==> config.mk <==
export PLATFORM = sky130hd
export DESIGN_NAME = eeprom_protect_erase_ctrl
export DESIGN_NICKNAME = d
export VERILOG_FILES = /design/src/logic/eeprom_guard_pkg.sv /design/src/logic/block_guard_decode.sv /design/src/logic/eeprom_protect_erase_ctrl.sv /design/src/logic/pin_sync.sv
export SDC_FILE = /design/constraint.sdc
export NUM_CORES = 1
export LEC_CHECK = 0
export BUFFER_PORTS_ARGS = -buffer_cell sky130_fd_sc_hd__clkbuf_2
export CAP_MARGIN = 10
export CORE_ASPECT_RATIO = 1.75
export CORE_UTILIZATION = 62
export DETAILED_ROUTE_END_ITERATION = 8
export PLACE_DENSITY = 0.82
export SYNTH_ARGS = -nofsm -noshare
export SYNTH_HDL_FRONTEND = slang
export SYNTH_SLANG_ARGS = --single-unit
export TNS_END_PERCENT = 100
==> constraint.sdc <==
create_clock -name ref_clk_in -period 3.8 [get_ports ref_clk_in]
set_input_delay 0 -clock ref_clk_in [delete_from_list [all_inputs] [get_ports ref_clk_in]]
set_output_delay 0 -clock ref_clk_in [all_outputs]
set_load 0.1 [all_outputs]
==> src/logic/eeprom_guard_pkg.sv <==
// Purpose: Shared constants and types for the EEPROM protect and erase controller.
// Assumes: A 40 MHz core clock; all serial pins arrive asynchronously.
// Notes:   Every offset, bit position, opcode and timing count lives here.
`default_nettype none

package eeprom_guard_pkg;

    // ------------------------------------------------------------------
    // Clock and timing
    // ------------------------------------------------------------------
    localparam int unsigned CLK_PERIOD_NS   = 32'h0000_0019;
    // Self-timed cycle length in ns; a plain default, the part's figure is not known.
    localparam int unsigned ERASE_TIME_NS   = 32'h004C_4B40;
    localparam int unsigned STATUS_TIME_NS  = 32'h004C_4B40;
    localparam int unsigned ERASE_CYCLES    = ERASE_TIME_NS / CLK_PERIOD_NS;
    localparam int unsigned STATUS_CYCLES   = STATUS_TIME_NS / CLK_PERIOD_NS;
    localparam int unsigned TIMER_W         = 32'h0000_0018;

    // ------------------------------------------------------------------
    // Opcodes and frame lengths
    // ------------------------------------------------------------------
    localparam logic [7:0]  OP_STATUS_WRITE = 8'h01;
    localparam logic [7:0]  OP_LATCH_SET    = 8'h06;
    localparam logic [7:0]  OP_LATCH_CLEAR  = 8'h04;
    localparam logic [7:0]  OP_PAGE_ERASE   = 8'h42;
    localparam logic [7:0]  OP_SECTOR_ERASE = 8'hD8;
    localparam logic [5:0]  BITS_OPCODE     = 6'h08;
    localparam logic [5:0]  BITS_STATUS     = 6'h10;
    localparam logic [5:0]  BITS_ADDRESSED  = 6'h18;
    localparam logic [5:0]  BITS_SATURATE   = 6'h3F;
    localparam int unsigned SHIFT_W         = 32'h0000_0018;

    // ------------------------------------------------------------------
    // Status byte layout
    // ------------------------------------------------------------------
    localparam int unsigned ST_PIN_GUARD    = 32'h0000_0007;
    localparam int unsigned ST_BLOCK_HI     = 32'h0000_0003;
    localparam int unsigned ST_BLOCK_LO     = 32'h0000_0002;
    localparam int unsigned ST_WRITE_LATCH  = 32'h0000_0001;
    localparam int unsigned ST_WRITE_BUSY   = 32'h0000_0000;
    localparam logic [7:0]  ST_WRITABLE     = 8'h8C;
    localparam logic [7:0]  STATUS_RESET    = 8'h00;

    // ------------------------------------------------------------------
    // Array geometry
    // ------------------------------------------------------------------
    localparam int unsigned ADDR_W          = 32'h0000_0010;
    localparam logic [15:0] PAGE_MASK       = 16'hFF80;
    localparam logic [15:0] SECTOR_MASK     = 16'hC000;
    localparam logic [15:0] QUARTER_BASE    = 16'hC000;
    localparam logic [15:0] HALF_BASE       = 16'h8000;
    localparam logic [7:0]  ERASE_FILL      = 8'hFF;

    // ------------------------------------------------------------------
    // Types
    // ------------------------------------------------------------------
    typedef enum logic [1:0] {PH_IDLE, PH_STATUS, PH_ERASE} phase_e;

    typedef struct packed {
        logic       cs_n;
        logic       sck;
        logic       si;
        logic       wp_n;
    } pins_s;

    localparam pins_s PINS_IDLE = '{cs_n: 1'b1, sck: 1'b0, si: 1'b0, wp_n: 1'b1};

    typedef struct packed {
        logic        valid;
        logic [15:0] first;
        logic [15:0] last;
        logic [7:0]  fill;
    } erase_req_s;

    typedef struct packed {
        phase_e               phase;
        logic                 active;
        logic                 cs_prev;
        logic                 sck_prev;
        logic [SHIFT_W-1:0]   shift;
        logic [5:0]           count;
        logic [7:0]           status;
        logic [TIMER_W-1:0]   timer;
        erase_req_s           erase;
    } ctrl_s;

    localparam ctrl_s CTRL_RESET = '{
        phase: PH_IDLE, active: 1'b0, cs_prev: 1'b1, sck_prev: 1'b0,
        shift: '0, count: '0, status: STATUS_RESET, timer: '0, erase: '0};

endpackage : eeprom_guard_pkg

`default_nettype wire

==> src/logic/block_guard_decode.sv <==
// Purpose: Maps the block-guard pair and an address to a protected flag.
// Assumes: A 64 KiB array split into four equal sectors.
// Notes:   Pure combinational lookup.
`default_nettype none

module block_guard_decode (
    input  wire logic        block_guard_hi_in,
    input  wire logic        block_guard_lo_in,
    input  wire logic [15:0] addr_in,
    output logic             addr_guarded_out
);

    always_comb begin
        case ({block_guard_hi_in, block_guard_lo_in})
            2'b00:   addr_guarded_out = 1'b0;
            2'b01:   addr_guarded_out = (addr_in >= eeprom_guard_pkg::QUARTER_BASE);
            2'b10:   addr_guarded_out = (addr_in >= eeprom_guard_pkg::HALF_BASE);
            default: addr_guarded_out = 1'b1;
        endcase
    end

endmodule : block_guard_decode

`default_nettype wire

==> src/logic/eeprom_protect_erase_ctrl.sv <==
// Purpose: Serial command front end for status writes, latch control and erases.
// Assumes: Pins are asynchronous and sampled at 40 MHz; the serial clock is far slower.
// Notes:   The array itself sits outside; erases leave as a one-cycle request.
`default_nettype none

// Contract
// Status write touches only guard and block bits
// Block pair selects none, quarter, half, all
// Pin guard active when pin low, enable set
// Pin guard inactive if pin high or disabled
// Pin guard blocks only status writes
// Latch needed; protected blocks never writable
// Latch clear at power-up, set by command
// Latch clears after write or status write
// Host ends frame after exact bit count
// Commands ignored while internal cycle runs
// Power-up: deselected, serial output released
// Inactive until first select falling edge
// Latch set only after exactly eight bits
// Page erase fills ones, needs latch
// Page erase: opcode then two address bytes
// Select rise after address starts erase
// Page erase into guarded block aborts
// Sector erase fills ones, needs latch
// Sector erase: opcode then two address bytes
// Select rise after address starts sector erase
// Sector erase into guarded block aborts
// Opcodes 01, 06, 42, D8 hex
// Status byte: guard 7, blocks 3:2, latch, busy
// Page is 128 aligned bytes
// Sector from top address bits; busy throughout
// Latch clears after successful erase
module eeprom_protect_erase_ctrl #(
    parameter int unsigned ERASE_CYCLES  = eeprom_guard_pkg::ERASE_CYCLES,
    parameter int unsigned STATUS_CYCLES = eeprom_guard_pkg::STATUS_CYCLES
) (
    input  wire logic                         ref_clk_in,
    input  wire logic                         rstn_in,
    input  wire logic                         cs_n_in,
    input  wire logic                         sck_in,
    input  wire logic                         si_in,
    input  wire logic                         wp_n_in,
    input  wire logic                         write_done_in,
    output logic                              so_out,
    output logic                              so_oe_n_out,
    output logic [7:0]                        status_out,
    output logic                              pin_guard_active_out,
    output eeprom_guard_pkg::erase_req_s      erase_out
);

    // ------------------------------------------------------------------
    // Pin synchronisation
    // ------------------------------------------------------------------
    eeprom_guard_pkg::pins_s pins_raw;
    eeprom_guard_pkg::pins_s pins;

    assign pins_raw = '{cs_n: cs_n_in, sck: sck_in, si: si_in, wp_n: wp_n_in};

    pin_sync #(
        .WIDTH     (4),
        .RESET_VAL (eeprom_guard_pkg::PINS_IDLE)
    ) u_pin_sync (
        .ref_clk_in (ref_clk_in),
        .rstn_in    (rstn_in),
        .async_in   (pins_raw),
        .sync_out   (pins)
    );

    // ------------------------------------------------------------------
    // State and derived terms
    // ------------------------------------------------------------------
    eeprom_guard_pkg::ctrl_s ctrl_reg;
    eeprom_guard_pkg::ctrl_s ctrl_next;

    logic        cs_fall;
    logic        cs_rise;
    logic        sck_rise;
    logic        pin_guard;
    logic        latch;
    logic        idle;
    logic        status_ok;
    logic        addr_guarded;
    logic [15:0] frame_addr;
    logic [7:0]  frame_data;

    // Edges are found on the synchronised copies, so each serial edge is seen once.
    assign cs_fall  = ctrl_reg.cs_prev & ~pins.cs_n;
    assign cs_rise  = ~ctrl_reg.cs_prev & pins.cs_n;
    assign sck_rise = ~ctrl_reg.sck_prev & pins.sck & ~pins.cs_n;

    assign pin_guard  = ctrl_reg.status[eeprom_guard_pkg::ST_PIN_GUARD] & ~pins.wp_n;
    assign latch      = ctrl_reg.status[eeprom_guard_pkg::ST_WRITE_LATCH];
    assign idle       = (ctrl_reg.phase == eeprom_guard_pkg::PH_IDLE);
    assign status_ok  = latch & ~pin_guard;
    assign frame_addr = ctrl_reg.shift[15:0];
    assign frame_data = ctrl_reg.shift[7:0];

    block_guard_decode u_block_guard_decode (
        .block_guard_hi_in (ctrl_reg.status[eeprom_guard_pkg::ST_BLOCK_HI]),
        .block_guard_lo_in (ctrl_reg.status[eeprom_guard_pkg::ST_BLOCK_LO]),
        .addr_in           (frame_addr),
        .addr_guarded_out  (addr_guarded)
    );

    // ------------------------------------------------------------------
    // Frame matching
    // ------------------------------------------------------------------
    // A frame counts only if it ended on exactly the bit count of its command;
    // the opcode then sits in the eight bits shifted in first.
    function automatic logic frame_is(
        input logic [eeprom_guard_pkg::SHIFT_W-1:0] sh,
        input logic [5:0]                           n,
        input logic [7:0]                           op,
        input logic [5:0]                           bits
    );
        logic [7:0] code;
        code = '0;
        if (bits == eeprom_guard_pkg::BITS_ADDRESSED) begin
            code = sh[23:16];
        end else if (bits == eeprom_guard_pkg::BITS_STATUS) begin
            code = sh[15:8];
        end else begin
            code = sh[7:0];
        end
        return (n == bits) && (code == op);
    endfunction : frame_is

    // ------------------------------------------------------------------
    // Next-state logic
    // ------------------------------------------------------------------
    always_comb begin
        ctrl_next             = ctrl_reg;
        ctrl_next.cs_prev     = pins.cs_n;
        ctrl_next.sck_prev    = pins.sck;
        ctrl_next.erase.valid = 1'b0;

        // Nothing is decoded until the host has selected the part once.
        if (cs_fall) begin
            ctrl_next.active = 1'b1;
            ctrl_next.count  = '0;
        end

        if (sck_rise && ctrl_reg.active) begin
            ctrl_next.shift = {ctrl_reg.shift[eeprom_guard_pkg::SHIFT_W-2:0], pins.si};
            if (ctrl_reg.count != eeprom_guard_pkg::BITS_SATURATE) begin
                ctrl_next.count = ctrl_reg.count + 6'h01;
            end
        end

        // --------------------------------------------------------------
        // Internal cycle timer
        // --------------------------------------------------------------
        case (ctrl_reg.phase)
            eeprom_guard_pkg::PH_STATUS: begin
                if (ctrl_reg.timer == '0) begin
                    ctrl_next.phase = eeprom_guard_pkg::PH_IDLE;
                    ctrl_next.status[eeprom_guard_pkg::ST_WRITE_LATCH] = 1'b0;
                end else begin
                    ctrl_next.timer = ctrl_reg.timer - 1'b1;
                end
            end
            eeprom_guard_pkg::PH_ERASE: begin
                if (ctrl_reg.timer == '0) begin
                    ctrl_next.phase = eeprom_guard_pkg::PH_IDLE;
                    ctrl_next.status[eeprom_guard_pkg::ST_WRITE_LATCH] = 1'b0;
                end else begin
                    ctrl_next.timer = ctrl_reg.timer - 1'b1;
                end
            end
            default: begin
            end
        endcase

        // The external byte or page write path reports its own completion.
        if (write_done_in) begin
            ctrl_next.status[eeprom_guard_pkg::ST_WRITE_LATCH] = 1'b0;
        end

        // --------------------------------------------------------------
        // Command execution on the rising select edge
        // --------------------------------------------------------------
        // While an internal cycle runs every frame is dropped, so the cycle
        // cannot be cut short or re-armed from the bus.
        if (cs_rise && ctrl_reg.active && idle) begin
            if (frame_is(ctrl_reg.shift, ctrl_reg.count, eeprom_guard_pkg::OP_LATCH_SET,
                         eeprom_guard_pkg::BITS_OPCODE)) begin
                ctrl_next.status[eeprom_guard_pkg::ST_WRITE_LATCH] = 1'b1;
            end else if (frame_is(ctrl_reg.shift, ctrl_reg.count,
                                  eeprom_guard_pkg::OP_LATCH_CLEAR,
                                  eeprom_guard_pkg::BITS_OPCODE)) begin
                ctrl_next.status[eeprom_guard_pkg::ST_WRITE_LATCH] = 1'b0;
            end else if (frame_is(ctrl_reg.shift, ctrl_reg.count,
                                  eeprom_guard_pkg::OP_STATUS_WRITE,
                                  eeprom_guard_pkg::BITS_STATUS)) begin
                if (status_ok) begin
                    // Only the guard-enable and block bits take the new byte.
                    ctrl_next.status = (ctrl_reg.status & ~eeprom_guard_pkg::ST_WRITABLE)
                                     | (frame_data & eeprom_guard_pkg::ST_WRITABLE);
                    ctrl_next.phase  = eeprom_guard_pkg::PH_STATUS;
                    ctrl_next.timer  = eeprom_guard_pkg::TIMER_W'(STATUS_CYCLES - 1);
                end
            end else if (frame_is(ctrl_reg.shift, ctrl_reg.count,
                                  eeprom_guard_pkg::OP_PAGE_ERASE,
                                  eeprom_guard_pkg::BITS_ADDRESSED)) begin
                // The pin guard has no say here; only block guards stop an erase.
                if (latch && !addr_guarded) begin
                    ctrl_next.erase.valid = 1'b1;
                    ctrl_next.erase.first = frame_addr & eeprom_guard_pkg::PAGE_MASK;
                    ctrl_next.erase.last  = frame_addr | ~eeprom_guard_pkg::PAGE_MASK;
                    ctrl_next.erase.fill  = eeprom_guard_pkg::ERASE_FILL;
                    ctrl_next.phase       = eeprom_guard_pkg::PH_ERASE;
                    ctrl_next.timer       = eeprom_guard_pkg::TIMER_W'(ERASE_CYCLES - 1);
                end
            end else if (frame_is(ctrl_reg.shift, ctrl_reg.count,
                                  eeprom_guard_pkg::OP_SECTOR_ERASE,
                                  eeprom_guard_pkg::BITS_ADDRESSED)) begin
                // Any address in the sector is accepted; the erase starts from its base.
                if (latch && !addr_guarded) begin
                    ctrl_next.erase.valid = 1'b1;
                    ctrl_next.erase.first = frame_addr & eeprom_guard_pkg::SECTOR_MASK;
                    ctrl_next.erase.last  = frame_addr | ~eeprom_guard_pkg::SECTOR_MASK;
                    ctrl_next.erase.fill  = eeprom_guard_pkg::ERASE_FILL;
                    ctrl_next.phase       = eeprom_guard_pkg::PH_ERASE;
                    ctrl_next.timer       = eeprom_guard_pkg::TIMER_W'(ERASE_CYCLES - 1);
                end
            end
        end

        // Busy mirrors the phase, so it is set from the first cycle of a run
        // and falls in the same cycle the latch is released.
        ctrl_next.status[eeprom_guard_pkg::ST_WRITE_BUSY] =
            (ctrl_next.phase != eeprom_guard_pkg::PH_IDLE);
    end

    // ------------------------------------------------------------------
    // State register
    // ------------------------------------------------------------------
    always_ff @(posedge ref_clk_in or negedge rstn_in) begin
        if (!rstn_in) begin
            ctrl_reg <= eeprom_guard_pkg::CTRL_RESET;
        end else begin
            ctrl_reg <= ctrl_next;
        end
    end

    // ------------------------------------------------------------------
    // Outputs
    // ------------------------------------------------------------------
    // Read paths are not part of this block, so the serial output is never driven.
    assign so_out               = 1'b0;
    assign so_oe_n_out          = 1'b1;
    assign status_out           = ctrl_reg.status;
    assign pin_guard_active_out = pin_guard;
    assign erase_out            = ctrl_reg.erase;

endmodule : eeprom_protect_erase_ctrl

`default_nettype wire

==> src/logic/pin_sync.sv <==
// Purpose: Two-flop synchroniser for a group of asynchronous pins.
// Assumes: Each bit is an independent level; no bus coherency is promised.
// Notes:   The first stage feeds only the second stage.
`default_nettype none

module pin_sync #(
    parameter int unsigned        WIDTH     = 4,
    parameter logic [WIDTH-1:0]   RESET_VAL = '0
) (
    input  wire logic             ref_clk_in,
    input  wire logic             rstn_in,
    input  wire logic [WIDTH-1:0] async_in,
    output logic      [WIDTH-1:0] sync_out
);

    logic [WIDTH-1:0] meta_reg;

    always_ff @(posedge ref_clk_in or negedge rstn_in) begin
        if (!rstn_in) begin
            meta_reg <= RESET_VAL;
            sync_out <= RESET_VAL;
        end else begin
            meta_reg <= async_in;
            sync_out <= meta_reg;
        end
    end

endmodule : pin_sync

`default_nettype wire

# --- Word-level counts from Yosys, hierarchy flattened ---
# Index checks and enable logic that the tools add are counted.
totals:
  regBits: 116
  output_inout_bits: 52
  wordCells: 112
op_classes:
  n_addsub: 2
  order_cmp: 2
  n_eq_ne: 13
  mux: 47
  n_bitwise: 15
  reduce_logical: 18
ops:
  columns: ["op", "n"]
  rows:
  - ["$mux W65", 4]
  - ["$mux W66", 2]
  - ["$mux W8", 16]
  - ["$mux W24", 3]
  - ["$mux W67", 1]
  - ["$mux W41", 1]
  - ["$ge A16 B16 Y1 const B", 2]
  - ["$mux W32", 1]
  - ["$logic_not A24 Y1", 1]
  - ["$sub A24 B1 Y24 const B", 1]
  - ["$mux W2", 10]
  - ["$mux W6", 3]
  - ["$eq A8 B3 Y1 const B", 2]
  - ["$eq A6 B5 Y1 const B", 2]
  - ["$logic_and A1 B1 Y1", 9]
  - ["$eq A8 B1 Y1 const B", 1]
  - ["$eq A8 B7 Y1 const B", 1]
  - ["$eq A8 B8 Y1 const B", 1]
  - ["$not A1 Y1", 8]
  - ["$or A7 B8 Y8", 1]
  - ["$add A6 B1 Y6 const B", 1]
  - ["$and A1 B1 Y1", 6]
  - ["$eq A6 B4 Y1 const B", 1]
  - ["$ne A6 B6 Y1 const B", 1]
  - ["other kinds (10)", 18]

# --- Logic depth before layout (Yosys ltp) ---
logic_depth:
  word_depth: 36
  ltp_mapped: 9
  mapped_depth_nobuf: 7

# --- Cells and area by module ---
# Synthesis repeated with hierarchy kept, for this count alone.
unflattened:
  hier_cells: 405
  area_unflattened_um2: 4513.1
by_module_without_submodules:
  columns: ["module", "instances", "cells_each", "area_per_inst_um2", "seq_area_each_um2"]
  rows:
  - ["eeprom_protect_erase_ctrl", 1, 394, 4294.1, 2053.2]
  - ["pin_sync", 1, 8, 205.2, 205.2]
  - ["block_guard_decode", 1, 3, 13.8, 0.0]

# --- Worst setup path before layout ---
# OpenSTA, ideal clock, no wires.
synth_path:
  path_kind: "register to register"
  startpoint: "register ctrl_reg (netlist bit status_out[7])"
  endpoint: "register ctrl_reg[42] in the netlist's numbering"
  setup_time_ps: 136
  arrival_time_ps: 2488
  required_ps: 3664
  slack_ps: 1176
  stages_incl_launch_ff: 7
  n_path_buf: 1
  synth_period_minus_slack_ps: 2624
  cell_sequence: "dfrtp_1 > nor2b_1 > or4_1 > or2_2 > a21o_1 > buf_2 > o211ai_1"
synth_rtl:
  columns: ["item", "line", "source"]
  rows:
  - ["start, declared", "eeprom_protect_erase_ctrl.sv:72", "eeprom_guard_pkg::ctrl_s ctrl_reg;"]
  - ["start signal, assigned", "eeprom_protect_erase_ctrl.sv:240", "ctrl_reg <= eeprom_guard_pkg::CTRL_RESET;"]
  - ["start signal, assigned", "eeprom_protect_erase_ctrl.sv:242", "ctrl_reg <= ctrl_next;"]

# --- Final worst setup path ---
layout_path:
  startpoint: "register ctrl_reg[73] in the netlist's numbering"
  endpoint: "register ctrl_reg (netlist bit erase_out[39])"
layout_between:
  elab_chain_cells: 4
layout_rtl:
  columns: ["item", "line", "source"]
  rows:
  - ["$eq A6 B5 Y1 / $eq A6 B4 Y1 (equally long branches)", "eeprom_protect_erase_ctrl.sv:125", "return (n == bits) && (code == op);"]
  - ["$logic_and A1 B1 Y1", "eeprom_protect_erase_ctrl.sv:125", null]
  - ["$reduce_bool A2 Y1 (no source line) / $not A1 Y1 (equally long branches)", null, null]
  - ["$reduce_and A6 Y1 (no source line)", null, null]
# Several ways; a longest one is shown, not always the timed one.
# A chain may end at the register's enable or synchronous reset.

==> results.yml <==
hold_path:
  hold_depth: 4
  hold_end: "status_out[1]$_DFF_PN0_"
  hold_path_class: "input port to register"
  min_from: "write_done_in"
placement:
  place_ws_ns: 1.246
  dp_hpwl_um: 6319
  io_buffer_count: 46
  gp_congestion: 0.8498
setup_path:
  critPathMaxFanout: 20
  crit_slowest_cell: "nor3b_1"
  reg2reg_depth: 7
  regToRegSetupSlack_ns: 1.18
  timing.rr.end: "erase_out[39]$_DFFE_PN0P_"
  path_depth: 7
  startpoint_type: "register"
  max_stage_delay_ns: 0.52
  crit_type: "register to register"
  worstPathRequired_ns: 4.02
  r2r-start: "ctrl_reg[73]$_DFF_PN0_"
  critPathBufInv: 2
  crit_family: "simple AND/OR/NAND/NOR gates"
  crit_arrival_ns: 2.84
  crit_chain: "inv_1, ha_1, nor3b_1, nand4_1, nor4_4, buf_4, mux2_2"
  worstSetupEndpointType: "register"
synth:
  synth_simple_gate_area_share: 0.2534
  synth_adder_area_share: 0.01107
  synth-compound-area-share: 0.07718
  netlist_instances: 473
  synth_edf_count: 0
  ys_warn_count: 0
  ys_seq_area_frac: 0.4993
  synth.avg_cell_area_um2: 9.563
  synth_mux_area_frac: 0.01466
  ys_async_sr_fraction: 1.000
  synth_xor_area_frac: 0.03098
  ys.flop_type: "dfrtp_1"
  synth_area_mm2: 0.004523
  synth_top_family_by_area: "simple AND/OR/NAND/NOR gates"
  synthDistinctLibCells: 58
  ys_ff_latch: 90
drt:
  num_vias: 3278
  ant_nets: 0
  via_per_inst: 5.751
  totalWireLength_um: 9238
  dr.pass1.iters: 5
  drt_iter0_markers: 179
  wl_per_cell_um: 16.21
  drc: 0
die:
  die_h_um: 115.0
  start_util: 0.6502
  die_x_um: 66.57
  core.rowCount: 40
  ios: 59
  core_area_mm2: 0.006957
  die_area_mm2: 0.007654
cells_and_area:
  ff_latch_area_mm2: 0.002258
  layout_common_cells: "92 x nand2_1, 85 x dfrtp_1, 45 x clkbuf_2"
  area_delta_synth_final_pct: 7.580
  nets: 492
  multiInputGateArea_mm2: 0.001812
  fill_cells: 534
  num_antenna_cells: 0
  layout-drive-gt1-share: 0.1914
  final_common_cell: "nand2_1"
  largest_register_ffs: 59
sta:
  setup_viol: 0
  skew_ns: 0.005975
  maxSlewHeadroom: 0.3418
  drv_slew: 0
  min_period_ns: 2.617
  worst_slew_pin_slew_ns: 0.9783
  fin_crit_sh: 0.6886
  setup_ws_ns: 1.183
  fmax_ghz: 0.3822
  rsz0062_at_grt: "false"
  hold_violations: 0
  hold_ws_ns: 0.09135
  final.setup.tns_ns: 0
power_and_ir_drop:
  power_switching_w: 0.0005135
  p_sw_frac: 0.2406
  leakagePower_nw: 2.425
  p_int_w: 0.001621
  p_total_w: 0.002134
  p_clk_frac: 0.450
  power_frac_comb: 0.069
  seqPwrFrac: 0.481
  ir_drop_uv: 450.2
  power.density_mw_per_mm2: 438.6
grt:
  grt_use_met2: 0.4525
  grt_pass1_vias: 3160
  antenna_found_initial: 0
  grt_util_all_layers: 0.2638
  grt_pass1_wl_um: 14960
  grt_max_degree: 47
  grt_overflow_total: 0
  busiest_layer: "met2"
  met1_usage: 0.3069
  grt_use_met3: 0.05456
clocking:
  cts_resized: 0
  clkLatencyLatePin_ns: 0.34
  clockRootBuffer: "clkbuf_16"
  cts_num_sinks: 90
  h-tree-depth: 3
  clk_path_buf_depth: 2
  clk_pin_slew_ns: 0.06
  cts_tree: "yes"
  cts_made_buffers: 9
status:
  outcome: "completed"
flow_run:
  maxCapViolCount: 0
[cell type report]
cell class                 instances  share of cell area
clock buffer                      10             0.04911
timing repair buffer              55             0.06428
sequential                        90              0.4641
tap                               84             0.02160
multi-input combinational        312              0.3723
clock inverter                     6             0.01851
inverter                          13             0.01003
[Yosys cell counts (all sizes together) (3+ instances only)]
cell    count  share of area
o21ai      15          0.017
a21oi      10          0.012
nand3      18          0.020
or3         7          0.011
or2         5         0.0069
nor3b       3         0.0050
mux2        5          0.012
a31oi       3         0.0041
dfrtp      85           0.47
nand2b      5         0.0069
dfstp       5          0.029
nand2      92          0.076
or4        10          0.017
nand4b      3         0.0058
o211ai      3         0.0050
nor3        5         0.0080
and2        3         0.0047
clkbuf     11         0.0091
nand4       4         0.0055
ha          4          0.011
nor4       17          0.030
inv        13          0.011
buf        57          0.092
nor2       35          0.029
nor4b       3         0.0058
o31ai       9          0.016
nor2b       3         0.0041
xnor2      14          0.027
[worst register-to-register path: stages (launching register included)]
cell and delay, ns:
dfrtp_1 0.43, inv_1 0.08, ha_1 0.14, nor3b_1 0.52, nand4_1 0.30, nor4_4 0.35, buf_4 0.30, mux2_2 0.37
[power groups by stage]
stage,Sequential (W),Combinational (W),Clock [W]
after floorplan,0.00103,0.000115,0
after global placement,0.00104,0.000141,0
after detailed placement,0.00105,0.000144,0
after CTS,0.00103,0.000149,0.000972
after global routing,0.00103,0.000161,0.00102
final,0.00103,0.000147,0.000960
[worst max path at each step]
stage	start	end	slack (ns)
2_1_floorplan	status_out[7]$_DFFE_PN0P_	ctrl_reg[42]$_DFF_PN0_	1.18
3_3_place_gp	ctrl_reg[73]$_DFF_PN0_	erase_out[38]$_DFFE_PN0P_	1.33
3_5_place_dp	ctrl_reg[73]$_DFF_PN0_	erase_out[38]$_DFFE_PN0P_	1.25
4_1_cts	ctrl_reg[73]$_DFF_PN0_	erase_out[39]$_DFFE_PN0P_	1.21
5_1_grt	ctrl_reg[73]$_DFF_PN0_	erase_out[39]$_DFFE_PN0P_	0.96
6_report	ctrl_reg[73]$_DFF_PN0_	erase_out[39]$_DFFE_PN0P_	1.18
[stage by stage]
step             util  instances  area [um^2]
2_1_floorplan       -        483         4561
3_3_place_gp   0.6450        549         4487
3_5_place_dp   0.6450        549         4487
4_1_cts        0.6995        570         4866
5_1_grt        0.6995        570         4866
6_report       0.6995        570         4866
[layer usage]
layer  wire length [um]  share of wire
met1               3621           0.39
met2               5081           0.55
met3                289          0.031
met4                245          0.027
met5                  0              0
[cells by family after synthesis]
group | Yosys count
XOR/XNOR | 16
adder cells (fa/ha/maj) | 4
buffers and inverters | 81
AND/OR/NAND/NOR | 222
flip-flops | 90
multiplexers | 6
AO/OA/AOI/OAI | 52
other | 2
[what timing repair did]
| item | in CTS | in global routing |
|---|---|---|
| hold buffers | 5 | 0 |
| setup endpoints to repair | 0 | 0 |
| setup buffers | 0 | 0 |
| hold endpoints to repair | 46 | 0 |
Note: power is estimated with default switching activity, not from simulation.
